**config.mk**
```make
export PLATFORM = sky130hd
export DESIGN_NAME = async_timer
export DESIGN_NICKNAME = d
export VERILOG_FILES = /design/src/hw/async_timer_pkg.sv /design/src/hw/async_timer.sv
export SDC_FILE = /design/constraint.sdc
export NUM_CORES = 1
export LEC_CHECK = 0
export ABC_AREA = 1
export BUFFER_PORTS_ARGS = -buffer_cell sky130_fd_sc_hd__buf_2
export CAP_MARGIN = 10
export CORE_MARGIN = 1
export CORE_UTILIZATION = 45
export CTS_CLUSTER_DIAMETER = 30
export DETAILED_ROUTE_END_ITERATION = 7
export PLACE_DENSITY = 0.7
export SLEW_MARGIN = 20
export SYNTH_ARGS = -nofsm -noshare
export SYNTH_HDL_FRONTEND = slang
export SYNTH_SLANG_ARGS = --single-unit
```
**constraint.sdc**
```tcl
create_clock -name clk_sys -period 5.1 [get_ports clk_sys]
set_clock_uncertainty 0.2 [all_clocks]
set_input_delay 0.255 -clock clk_sys [delete_from_list [all_inputs] [get_ports clk_sys]]
set_output_delay 0.255 -clock clk_sys [all_outputs]
set_load 0.02 [all_outputs]
```
**src/hw/async_timer_pkg.sv**
```systemverilog
// Constants for the asynchronous timer: register map, fields, modes and timing
package async_timer_pkg;
   // Register byte addresses
   localparam logic [7:0] TIMER2_CONTROL_A_ADDR = 8'hb0;
   localparam logic [7:0] TIMER2_CONTROL_B_ADDR = 8'hb4;
   localparam logic [7:0] COUNT_VALUE_ADDR = 8'hb8;
   localparam logic [7:0] COMPARE_A_ADDR = 8'hbc;
   localparam logic [7:0] COMPARE_B_ADDR = 8'hc0;
   localparam logic [7:0] ASYNC_STATUS_ADDR = 8'hc4;
   localparam logic [7:0] GENERAL_CONTROL_ADDR = 8'hc8;
   localparam logic [7:0] FLAGS_ADDR = 8'hcc;
   localparam logic [7:0] IRQ_ENABLE_ADDR = 8'hd0;
   // Reset values
   localparam logic [7:0] CONTROL_A_RESET = 8'h00;
   localparam logic [7:0] CONTROL_B_RESET = 8'h00;
   localparam logic [7:0] CONTROL_A_MASK = 8'hf3;
   localparam logic [7:0] CONTROL_B_MASK = 8'h0f;
   // Field positions
   localparam int CHAN_A_MODE_LSB = 6;
   localparam int CHAN_B_MODE_LSB = 4;
   localparam int WAVE_HIGH_BIT = 3;
   localparam int ASYNC_SELECT_BIT = 5;
   localparam int PRESCALER_RESET_BIT = 1;
   localparam int FLAG_OVERFLOW = 0;
   localparam int FLAG_COMPARE_A = 1;
   localparam int FLAG_COMPARE_B = 2;
   // Index of each shadowed register, also its busy bit in the status register
   localparam int SLOT_CONTROL_B = 0;
   localparam int SLOT_CONTROL_A = 1;
   localparam int SLOT_COMPARE_B = 2;
   localparam int SLOT_COMPARE_A = 3;
   localparam int SLOT_COUNT = 4;
   localparam int SLOT_NUM = 5;
   // Wave mode codes
   localparam logic [2:0] WAVE_NORMAL = 3'h0;
   localparam logic [2:0] WAVE_PHASE_FF = 3'h1;
   localparam logic [2:0] WAVE_CTC = 3'h2;
   localparam logic [2:0] WAVE_FAST_FF = 3'h3;
   localparam logic [2:0] WAVE_PHASE_CMP = 3'h5;
   localparam logic [2:0] WAVE_FAST_CMP = 3'h7;
   localparam logic [7:0] COUNT_MAX = 8'hff;
   localparam logic [7:0] COUNT_BOTTOM = 8'h00;
   // Output mode codes
   localparam logic [1:0] OUT_OFF = 2'h0;
   localparam logic [1:0] OUT_TOGGLE = 2'h1;
   localparam logic [1:0] OUT_CLEAR = 2'h2;
   localparam logic [1:0] OUT_SET = 2'h3;
   // Timing
   localparam logic [1:0] TRANSFER_EDGES = 2'h2;
   localparam int FLAG_SYNC_CYCLES = 3;
   typedef enum logic [1:0] {COUNT_UP = 2'b01, COUNT_DOWN = 2'b10} count_dir_type;
endpackage

```
**src/hw/async_timer.sv**
```systemverilog
// Asynchronous timer: clock select, prescaler, shadowed writes, flag sync and channel A output
// Operation
// - Async writes wait in a temporary register for two oscillator rising edges
// - Each of five shadowed registers has its own temporary register
// - Busy flag per register while transfer pending; software waits for clear
// - Compare match suppressed while count or compare write is pending
// - Wake-up starts on the timer tick after the interrupt condition
// - Count reads use a copy refreshed each oscillator rise (each system cycle in sync mode), frozen in sleep
// - Async flags reach software after three system cycles plus a timer cycle
// - Compare output changes on the timer tick, not resynchronised
// - Source defaults to system clock; async select switches to oscillator pin
// - Async select detaches both oscillator pins from port function
// - Prescaler gives divide by 8,32,64,128,256,1024, undivided and stop
// - Prescaler reset bit puts the prescaler into a defined state
// - Nonzero channel A mode routes compare output over the port pin
// - Non-PWM modes: off, toggle, clear or set on match
// - Fast PWM: clear/set on match, inverse at bottom; toggle needs high bit
// - Fast PWM with compare at top and mode bit 1: act only at bottom
// - Phase PWM: clear up-match, set down-match or reverse; toggle needs high bit
// - Phase PWM with compare at top and mode bit 1: act only at top
// - Control A holds modes at 7:6, 5:4, wave bits 1:0, reset zero
// - Oscillator stops only in power-down and standby; the code also stops it (oscEnable low) whenever async select is clear
// - Wave mode decode: normal, phase, CTC, fast; codes 4 and 6 reserved
// - Clock select decode: stop, undivided, then 8 through 1024
//
// Register access over AHB-Lite was chosen for this implementation.
module async_timer (
   // Clock and reset
   input wire logic clk_sys,
   input wire logic rst_b,
   // AHB-Lite slave
   input wire logic hsel,
   input wire logic [31:0] haddr,
   input wire logic [1:0] htrans,
   input wire logic hwrite,
   input wire logic [2:0] hsize,
   input wire logic [31:0] hwdata,
   input wire logic hready,
   output logic hreadyout,
   output logic hresp,
   output logic [31:0] hrdata,
   // Oscillator pin and sleep control
   input wire logic oscInPin,
   input wire logic sleepActive,
   input wire logic deepSleep,
   output logic oscEnable,
   output logic oscPinsDetached,
   output logic wakeRequest,
   // Channel A compare output
   output logic compareOutA,
   output logic compareOutAOverride
);
   import async_timer_pkg::*;

   logic [1:0] rstSync;
   logic rstN;
   logic [1:0] oscSync;
   logic oscLast;
   logic oscRise;
   logic dataPhase;
   logic dataWrite;
   logic [7:0] dataAddr;
   logic [7:0] controlA;
   logic [7:0] controlB;
   logic [7:0] count;
   logic [7:0] compareA;
   logic [7:0] compareB;
   logic asyncSelect;
   logic prescReset;
   logic [2:0] flags;
   logic [2:0] irqEnable;
   logic [7:0] shadow [SLOT_NUM];
   logic [SLOT_NUM-1:0] busy;
   logic [1:0] edgeCount [SLOT_NUM];
   logic [SLOT_NUM-1:0] slotWrite;
   logic [SLOT_NUM-1:0] slotDone;
   logic [9:0] presc;
   logic srcTick;
   logic timerTick;
   logic [2:0] waveMode;
   logic [1:0] modeA;
   logic [7:0] top;
   logic matchA;
   logic matchB;
   logic atTop;
   logic [2:0] rawEvent;
   logic [2:0] flagPipe [FLAG_SYNC_CYCLES];
   logic [2:0] flagSet;
   logic [2:0] flagClear;
   logic [7:0] countCopy;
   logic [7:0] readByte;
   count_dir_type dir;

   // Prescaler tap for a clock select code; code 0 stops the timer
   function automatic logic divReady(input logic [2:0] code, input logic [9:0] p);
      logic r;
      r = 1'b0;
      unique case (code)
         3'h0: r = 1'b0;
         3'h1: r = 1'b1;
         3'h2: r = &p[2:0];
         3'h3: r = &p[4:0];
         3'h4: r = &p[5:0];
         3'h5: r = &p[6:0];
         3'h6: r = &p[7:0];
         3'h7: r = &p[9:0];
      endcase
      return r;
   endfunction

   // Output action for a mode code: toggle, clear or set
   function automatic logic applyMode(input logic [1:0] mode, input logic cur);
      logic r;
      r = cur;
      unique case (mode)
         OUT_OFF: r = cur;
         OUT_TOGGLE: r = ~cur;
         OUT_CLEAR: r = 1'b0;
         OUT_SET: r = 1'b1;
      endcase
      return r;
   endfunction

   // Reset release through two flops
   always_ff @(posedge clk_sys or negedge rst_b) begin
      if (!rst_b) begin
         rstSync <= 2'b00;
      end else begin
         rstSync <= {rstSync[0], 1'b1};
      end
   end
   assign rstN = rstSync[1];

   // Oscillator pin synchroniser; only the second stage is read
   always_ff @(posedge clk_sys or negedge rstN) begin
      if (!rstN) begin
         oscSync <= 2'b00;
         oscLast <= 1'b0;
      end else begin
         oscSync <= {oscSync[0], oscInPin};
         oscLast <= oscSync[1];
      end
   end
   assign oscRise = oscSync[1] & ~oscLast;

   // Source clock tick: every system cycle by default, oscillator edge when async
   assign srcTick = asyncSelect ? oscRise : 1'b1;
   assign oscPinsDetached = asyncSelect;
   assign oscEnable = asyncSelect & ~deepSleep;

   // Bus address phase capture
   always_ff @(posedge clk_sys or negedge rstN) begin
      if (!rstN) begin
         dataPhase <= 1'b0;
         dataWrite <= 1'b0;
         dataAddr <= 8'h00;
      end else if (hready) begin
         dataPhase <= hsel & htrans[1];
         dataWrite <= hsel & htrans[1] & hwrite;
         dataAddr <= haddr[7:0];
      end
   end
   assign hreadyout = 1'b1;
   assign hresp = 1'b0;

   // Write strobes per shadowed register
   always_comb begin
      slotWrite = '0;
      if (dataWrite) begin
         slotWrite[SLOT_CONTROL_A] = (dataAddr == TIMER2_CONTROL_A_ADDR);
         slotWrite[SLOT_CONTROL_B] = (dataAddr == TIMER2_CONTROL_B_ADDR);
         slotWrite[SLOT_COUNT] = (dataAddr == COUNT_VALUE_ADDR);
         slotWrite[SLOT_COMPARE_A] = (dataAddr == COMPARE_A_ADDR);
         slotWrite[SLOT_COMPARE_B] = (dataAddr == COMPARE_B_ADDR);
      end
   end

   // Temporary registers and busy tracking, one independent slot each
   always_ff @(posedge clk_sys or negedge rstN) begin
      if (!rstN) begin
         for (int i = 0; i < SLOT_NUM; i++) begin
            shadow[i] <= 8'h00;
            edgeCount[i] <= 2'h0;
         end
         busy <= '0;
      end else begin
         for (int i = 0; i < SLOT_NUM; i++) begin
            if (slotWrite[i]) begin
               shadow[i] <= hwdata[7:0];
               edgeCount[i] <= 2'h0;
               busy[i] <= asyncSelect;
            end else if (busy[i] && oscRise) begin
               if (edgeCount[i] + 2'h1 == TRANSFER_EDGES) begin
                  busy[i] <= 1'b0;
               end
               edgeCount[i] <= edgeCount[i] + 2'h1;
            end
         end
      end
   end

   // A slot lands either at once in sync mode or on its second oscillator edge
   always_comb begin
      for (int i = 0; i < SLOT_NUM; i++) begin
         slotDone[i] = (slotWrite[i] & ~asyncSelect) |
                       (~slotWrite[i] & busy[i] & oscRise & (edgeCount[i] + 2'h1 == TRANSFER_EDGES));
      end
   end

   // Destination registers take the written or shadowed value
   always_ff @(posedge clk_sys or negedge rstN) begin
      if (!rstN) begin
         controlA <= CONTROL_A_RESET;
         controlB <= CONTROL_B_RESET;
         compareA <= 8'h00;
         compareB <= 8'h00;
      end else begin
         if (slotDone[SLOT_CONTROL_A]) begin
            controlA <= (asyncSelect ? shadow[SLOT_CONTROL_A] : hwdata[7:0]) & CONTROL_A_MASK;
         end
         if (slotDone[SLOT_CONTROL_B]) begin
            controlB <= (asyncSelect ? shadow[SLOT_CONTROL_B] : hwdata[7:0]) & CONTROL_B_MASK;
         end
         if (slotDone[SLOT_COMPARE_A]) begin
            compareA <= asyncSelect ? shadow[SLOT_COMPARE_A] : hwdata[7:0];
         end
         if (slotDone[SLOT_COMPARE_B]) begin
            compareB <= asyncSelect ? shadow[SLOT_COMPARE_B] : hwdata[7:0];
         end
      end
   end

   // Direct registers: async select, prescaler reset strobe, enables
   always_ff @(posedge clk_sys or negedge rstN) begin
      if (!rstN) begin
         asyncSelect <= 1'b0;
         prescReset <= 1'b0;
         irqEnable <= 3'h0;
      end else begin
         prescReset <= dataWrite && (dataAddr == GENERAL_CONTROL_ADDR) && hwdata[PRESCALER_RESET_BIT];
         if (dataWrite && dataAddr == ASYNC_STATUS_ADDR) begin
            asyncSelect <= hwdata[ASYNC_SELECT_BIT];
         end
         if (dataWrite && dataAddr == IRQ_ENABLE_ADDR) begin
            irqEnable <= hwdata[2:0];
         end
      end
   end

   // Prescaler, counts source ticks; reset bit clears it
   always_ff @(posedge clk_sys or negedge rstN) begin
      if (!rstN) begin
         presc <= 10'h000;
      end else if (prescReset) begin
         presc <= 10'h000;
      end else if (srcTick) begin
         presc <= presc + 10'h001;
      end
   end
   assign timerTick = srcTick & divReady(controlB[2:0], presc);

   // Mode decode and compare; matches are blocked while a count or compare write is in flight
   assign waveMode = {controlB[WAVE_HIGH_BIT], controlA[1:0]};
   assign modeA = controlA[CHAN_A_MODE_LSB +: 2];
   assign top = (waveMode == WAVE_CTC || waveMode == WAVE_PHASE_CMP || waveMode == WAVE_FAST_CMP) ?
                compareA : COUNT_MAX;
   assign atTop = (count == top);
   assign matchA = (count == compareA) & ~busy[SLOT_COUNT] & ~busy[SLOT_COMPARE_A];
   assign matchB = (count == compareB) & ~busy[SLOT_COUNT] & ~busy[SLOT_COMPARE_B];

   // Counter and direction
   always_ff @(posedge clk_sys or negedge rstN) begin
      if (!rstN) begin
         count <= 8'h00;
         dir <= COUNT_UP;
      end else if (slotDone[SLOT_COUNT]) begin
         count <= asyncSelect ? shadow[SLOT_COUNT] : hwdata[7:0];
      end else if (timerTick) begin
         unique case (waveMode)
            WAVE_PHASE_FF, WAVE_PHASE_CMP: begin
               if (dir == COUNT_UP && atTop) begin
                  dir <= COUNT_DOWN;
                  count <= count - 8'h01;
               end else if (dir == COUNT_DOWN && count == COUNT_BOTTOM) begin
                  dir <= COUNT_UP;
                  count <= count + 8'h01;
               end else begin
                  count <= (dir == COUNT_UP) ? count + 8'h01 : count - 8'h01;
               end
            end
            WAVE_CTC, WAVE_FAST_FF, WAVE_FAST_CMP: begin
               count <= atTop ? COUNT_BOTTOM : count + 8'h01;
               dir <= COUNT_UP;
            end
            default: begin
               // Normal and reserved codes count freely
               count <= count + 8'h01;
               dir <= COUNT_UP;
            end
         endcase
      end
   end

   // Raw timer events in the timer tick
   always_comb begin
      rawEvent = 3'h0;
      if (timerTick) begin
         rawEvent[FLAG_COMPARE_A] = matchA;
         rawEvent[FLAG_COMPARE_B] = matchB;
         if (waveMode == WAVE_PHASE_FF || waveMode == WAVE_PHASE_CMP) begin
            rawEvent[FLAG_OVERFLOW] = (dir == COUNT_DOWN) && (count == COUNT_BOTTOM);
         end else if (waveMode == WAVE_FAST_CMP) begin
            rawEvent[FLAG_OVERFLOW] = atTop;
         end else begin
            rawEvent[FLAG_OVERFLOW] = (count == COUNT_MAX);
         end
      end
   end

   // Channel A output, updated straight on the timer tick
   always_ff @(posedge clk_sys or negedge rstN) begin
      if (!rstN) begin
         compareOutA <= 1'b0;
      end else if (timerTick) begin
         unique case (waveMode)
            WAVE_FAST_FF, WAVE_FAST_CMP: begin
               if (atTop && modeA[1]) begin
                  compareOutA <= ~modeA[0];
               end else if (matchA && !(compareA == top && modeA[1])) begin
                  if (modeA == OUT_TOGGLE) begin
                     compareOutA <= controlB[WAVE_HIGH_BIT] ? ~compareOutA : compareOutA;
                  end else begin
                     compareOutA <= applyMode(modeA, compareOutA);
                  end
               end
            end
            WAVE_PHASE_FF, WAVE_PHASE_CMP: begin
               if (compareA == top && modeA[1]) begin
                  if (atTop) begin
                     compareOutA <= ~modeA[0];
                  end
               end else if (matchA) begin
                  if (modeA == OUT_TOGGLE) begin
                     compareOutA <= controlB[WAVE_HIGH_BIT] ? ~compareOutA : compareOutA;
                  end else if (modeA[1]) begin
                     compareOutA <= (dir == COUNT_UP) ? modeA[0] : ~modeA[0];
                  end
               end
            end
            default: begin
               if (matchA) begin
                  compareOutA <= applyMode(modeA, compareOutA);
               end
            end
         endcase
      end
   end
   assign compareOutAOverride = |modeA;

   // Flag synchroniser; bypassed when the timer runs on the system clock
   always_ff @(posedge clk_sys or negedge rstN) begin
      if (!rstN) begin
         for (int i = 0; i < FLAG_SYNC_CYCLES; i++) begin
            flagPipe[i] <= 3'h0;
         end
      end else begin
         flagPipe[0] <= rawEvent;
         for (int i = 1; i < FLAG_SYNC_CYCLES; i++) begin
            flagPipe[i] <= flagPipe[i-1];
         end
      end
   end
   assign flagSet = asyncSelect ? flagPipe[FLAG_SYNC_CYCLES-1] : rawEvent;
   assign flagClear = (dataWrite && dataAddr == FLAGS_ADDR) ? hwdata[2:0] : 3'h0;

   // Sticky flags, a set in the clearing cycle survives
   always_ff @(posedge clk_sys or negedge rstN) begin
      if (!rstN) begin
         flags <= 3'h0;
      end else begin
         flags <= (flags & ~flagClear) | flagSet;
      end
   end

   // Wake request goes out on the timer tick after an enabled condition
   always_ff @(posedge clk_sys or negedge rstN) begin
      if (!rstN) begin
         wakeRequest <= 1'b0;
      end else if (!sleepActive) begin
         wakeRequest <= 1'b0;
      end else if (timerTick && |(flags & irqEnable)) begin
         wakeRequest <= 1'b1;
      end
   end

   // Count copy for reads, frozen while the system clock sleeps
   always_ff @(posedge clk_sys or negedge rstN) begin
      if (!rstN) begin
         countCopy <= 8'h00;
      end else if (!sleepActive && (asyncSelect ? oscRise : 1'b1)) begin
         countCopy <= count;
      end
   end

   // Read mux; unmapped reads give zero
   always_comb begin
      unique case (haddr[7:0])
         TIMER2_CONTROL_A_ADDR: readByte = controlA;
         TIMER2_CONTROL_B_ADDR: readByte = controlB;
         COUNT_VALUE_ADDR: readByte = countCopy;
         COMPARE_A_ADDR: readByte = compareA;
         COMPARE_B_ADDR: readByte = compareB;
         ASYNC_STATUS_ADDR: readByte = {2'b00, asyncSelect, busy};
         FLAGS_ADDR: readByte = {5'b00000, flags};
         IRQ_ENABLE_ADDR: readByte = {5'b00000, irqEnable};
         default: readByte = 8'h00;
      endcase
   end

   // Read data latched at the address phase
   always_ff @(posedge clk_sys or negedge rstN) begin
      if (!rstN) begin
         hrdata <= 32'h0000_0000;
      end else if (hready && hsel && htrans[1] && !hwrite) begin
         hrdata <= {24'h00_0000, readByte};
      end
   end
endmodule

```
==> metrics <==
ys flop type dfrtp_1; Post-CTS Setup Repair Bufs 0; ANT cells 0; Setup TNS Final 0 ns; core area 17200 µm²; Post-Synthesis Cells around 1100; hpwl dp approximately 15 mm; sw power between 0.0009 and 0.001 W; max cap viols 0; Sw Share between 20% and 30%; Total GRT Usage about a quarter; Clk Latency, worst-skew pair between 0.4 and 0.5 ns; routed len/inst 15.2 µm; Comb power frac between 15 and 20%; internal power around 0.0023 W; Place WS approximately 2.3 ns; CTS H-Tree Depth 4; Syn. warnings 0; total gr overflow 0; relative slew slack between 30% and 40%; most common cell after layout, fill and taps aside nand2_1; initial antenna violation count 0; number of global-route vias before repair ~6400; max-slew violation count 0; Distinct cells, synth 40; Root Driver clkbuf_16; first-pass GRT wire length ~33 mm; first-pass iteration count of the detailed router 6; Clk network pwr share 41.4%; Post-CTS Resized 0; CP Launch Type register; die width between 100 and 150 µm; routability-driven placement congestion ratio just over 0.9; Sink Count 144; Num CTS Buffers 17; Pleak about 4.7 nW; Final min period 2.81 ns; syn avg cell area 7.49 µm²; initial core utilization between 40% and 50%; Fin. Hold Viols 0; post-route ant nets 0; CTS Buffer Depth 2; outcome finished, final reports clean; critical path type register to register; Synth Register Bits roughly 140; Area growth syn-to-layout 13.7%; pwr dens between 300 and 400 nW/µm²; Port-buffer cells 37; die extent in y 134 µm; vias 6914; cell area after synthesis 7880 µm²; worst path arrival time between 2 and 3 ns; layout cells sized above 1 between 9 and 10%; # DRC 0; Seq pwr share between 40% and 50%; number of synthesized flops with an enable pin 0; Synth async-reset ratio 100%; Finish-stage setup viols 0; drt initial violations between 600 and 700; final worst slack around 2.3 ns; WL final 20.4 mm; fmax about 360 MHz; sequential share of the synthesized area roughly 46%; CP endpoint kind register; Slew @ Worst Pin roughly 0.98 ns; Cell Rows 48; CP Max Fanout 11; largest net degree at the start of global routing 75; VDD IR max 270 µV; CP required 5.22 ns; Final period util ~55%; CTS tree done; most frequent cells in the layout 313 x nand2_1, 142 x dfrtp_1, 126 x inv_1; IO Pins around 120; Final nets between 1000 and 1500; DIE AREA 18100 µm²; hold crit path type primary input to register; Clock Pin Slew Worst Setup and Hold Paths about 0.06 ns; Vias/cell 5.15; RSZ-0062 raised after global routing no
[per-stage QoR]
step | area (µm²) | util (%) | power, W | std cells | hold slack, ns
2_1_floorplan | 7980 | - | 0.00176 | 1078 | -0.241
4_1_cts | 8960 | 52.2 | 0.00323 | 1342 | 0.00420
6_report | 8960 | 52.2 | 0.00321 | 1342 | 0.00562
3_5_place_dp | 8120 | 47.2 | 0.00188 | 1288 | -0.157
3_3_place_gp | 8120 | 47.2 | 0.00186 | 1288 | -0.160
5_1_grt | 8960 | 52.2 | 0.00338 | 1342 | 0.0374
[flip-flops by register name, indices dropped and copies added, names as in the netlist, 5 cells and up]
register   cells
dataAddr       8
flagPipe       9
busy           5
compareB       8
shadow        34
count          8
controlA       6
edgeCount     10
hrdata         8
presc         10
countCopy      8
compareA       8
[cells in the mapped netlist, types with 2 or more instances]
| cell type | instances | area [µm²] |
|---|---|---|
| ha_1 | 10 | 125 |
| buf_4 | 34 | 255 |
| xor2_1 | 7 | 61.3 |
| nor3_2 | 3 | 30.0 |
| nand3b_1 | 2 | 15.0 |
| nor3_1 | 10 | 50.1 |
| inv_2 | 9 | 33.8 |
| o21a_1 | 2 | 15.0 |
| nor4_1 | 3 | 18.8 |
| nand3_1 | 61 | 305 |
| a31oi_1 | 21 | 131 |
| dfrtp_1 | 143 | 3580 |
| nor2_4 | 3 | 33.8 |
| nand2_2 | 8 | 50.1 |
| conb_1 | 2 | 7.51 |
| nand4_1 | 21 | 131 |
| nand3_2 | 3 | 30.0 |
| o211ai_1 | 4 | 30.0 |
| buf_2 | 5 | 25.0 |
| nand2_1 | 313 | 1170 |
| inv_1 | 126 | 473 |
| o21ai_1 | 2 | 10.0 |
| nor2_1 | 85 | 319 |
| clkinv_1 | 3 | 11.3 |
| o22ai_1 | 6 | 37.5 |
| o21ai_0 | 105 | 526 |
| clkbuf_1 | 12 | 45.0 |
| o2111ai_1 | 5 | 43.8 |
| xnor2_1 | 4 | 35.0 |
| nor2_2 | 6 | 37.5 |
| a21oi_1 | 23 | 115 |
| buf_6 | 4 | 45.0 |
[final timing paths]
| check | startpoint | endpoint | slack (ns) | depth (start not counted) |
|---|---|---|---|---|
| worst min register to register | flagPipe[5] | flagPipe[2] | 0.14 | 0 |
| worst min-delay path | hready | dataAddr[6] | 0.006 | 3 |
| min in group asynchronous | rstSync[1] | edgeCount[8] | 0.28 | 0 |
| worst max register to register | oscLast | count[6] | 2.29 | 10 |
| max in group asynchronous | rstSync[1] | compareOutA | 3.53 | 1 |
| worst max-delay path | oscLast | count[6] | 2.29 | 10 |
[cell families after synthesis]
family / after synthesis / synth area share [%]
AOI/OAI and AO/OA: 171 / 11.8
other: 2 / 0.0953
and+or+nand+nor: 521 / 28.2
DFF: 144 / 45.7
buffers and inverters: 194 / 11.3
xor gates and xnor gates: 11 / 1.22
adders and majority gates: 10 / 1.59
[layer usage]
metal	track usage (%)	part of all wire, %
met2	37.6	46
met3	4.61	6.6
met5	0	0
met4	6.68	1.6
met1	33.9	46
[timing repair]
| action | 4_1_cts | 5_1_grt |
|---|---|---|
| hold buffers | 22 | 0 |
| hold endpoints to repair | 38 | 0 |
| endpoints found under the setup margin | 0 | 0 |
[worst max-delay path: stages (launching register included)]
cell	delay, ns
dfrtp_1	0.36
nor2_1	0.55
nand2_1	0.11
inv_1	0.10
nand2_1	0.09
o22ai_1	0.75
nor2_2	0.22
inv_1	0.15
nand2_1	0.07
nand2_1	0.06
nand2_1	0.04
[power groups by stage]
| stage | combinational, W | clock [W] | sequential (W) |
|---|---|---|---|
| after detailed placement | 0.000487 | 0 | 0.00139 |
| after global routing | 0.000587 | 0.00140 | 0.00139 |
| final | 0.000504 | 0.00133 | 0.00138 |
| after CTS | 0.000503 | 0.00135 | 0.00138 |
| after floorplan | 0.000385 | 0 | 0.00137 |
| after global placement | 0.000471 | 0 | 0.00139 |
[cell type report]
cell class | count | area [µm²]
timing repair buffer | 63 | 448
multi-input combinational | 740 | 3480
clock buffer | 20 | 447
clock inverter | 12 | 180
sequential | 144 | 3610
inverter | 138 | 518
fill | 1714 | 8210
tap | 225 | 282
Power figures use the tool's default switching activity.
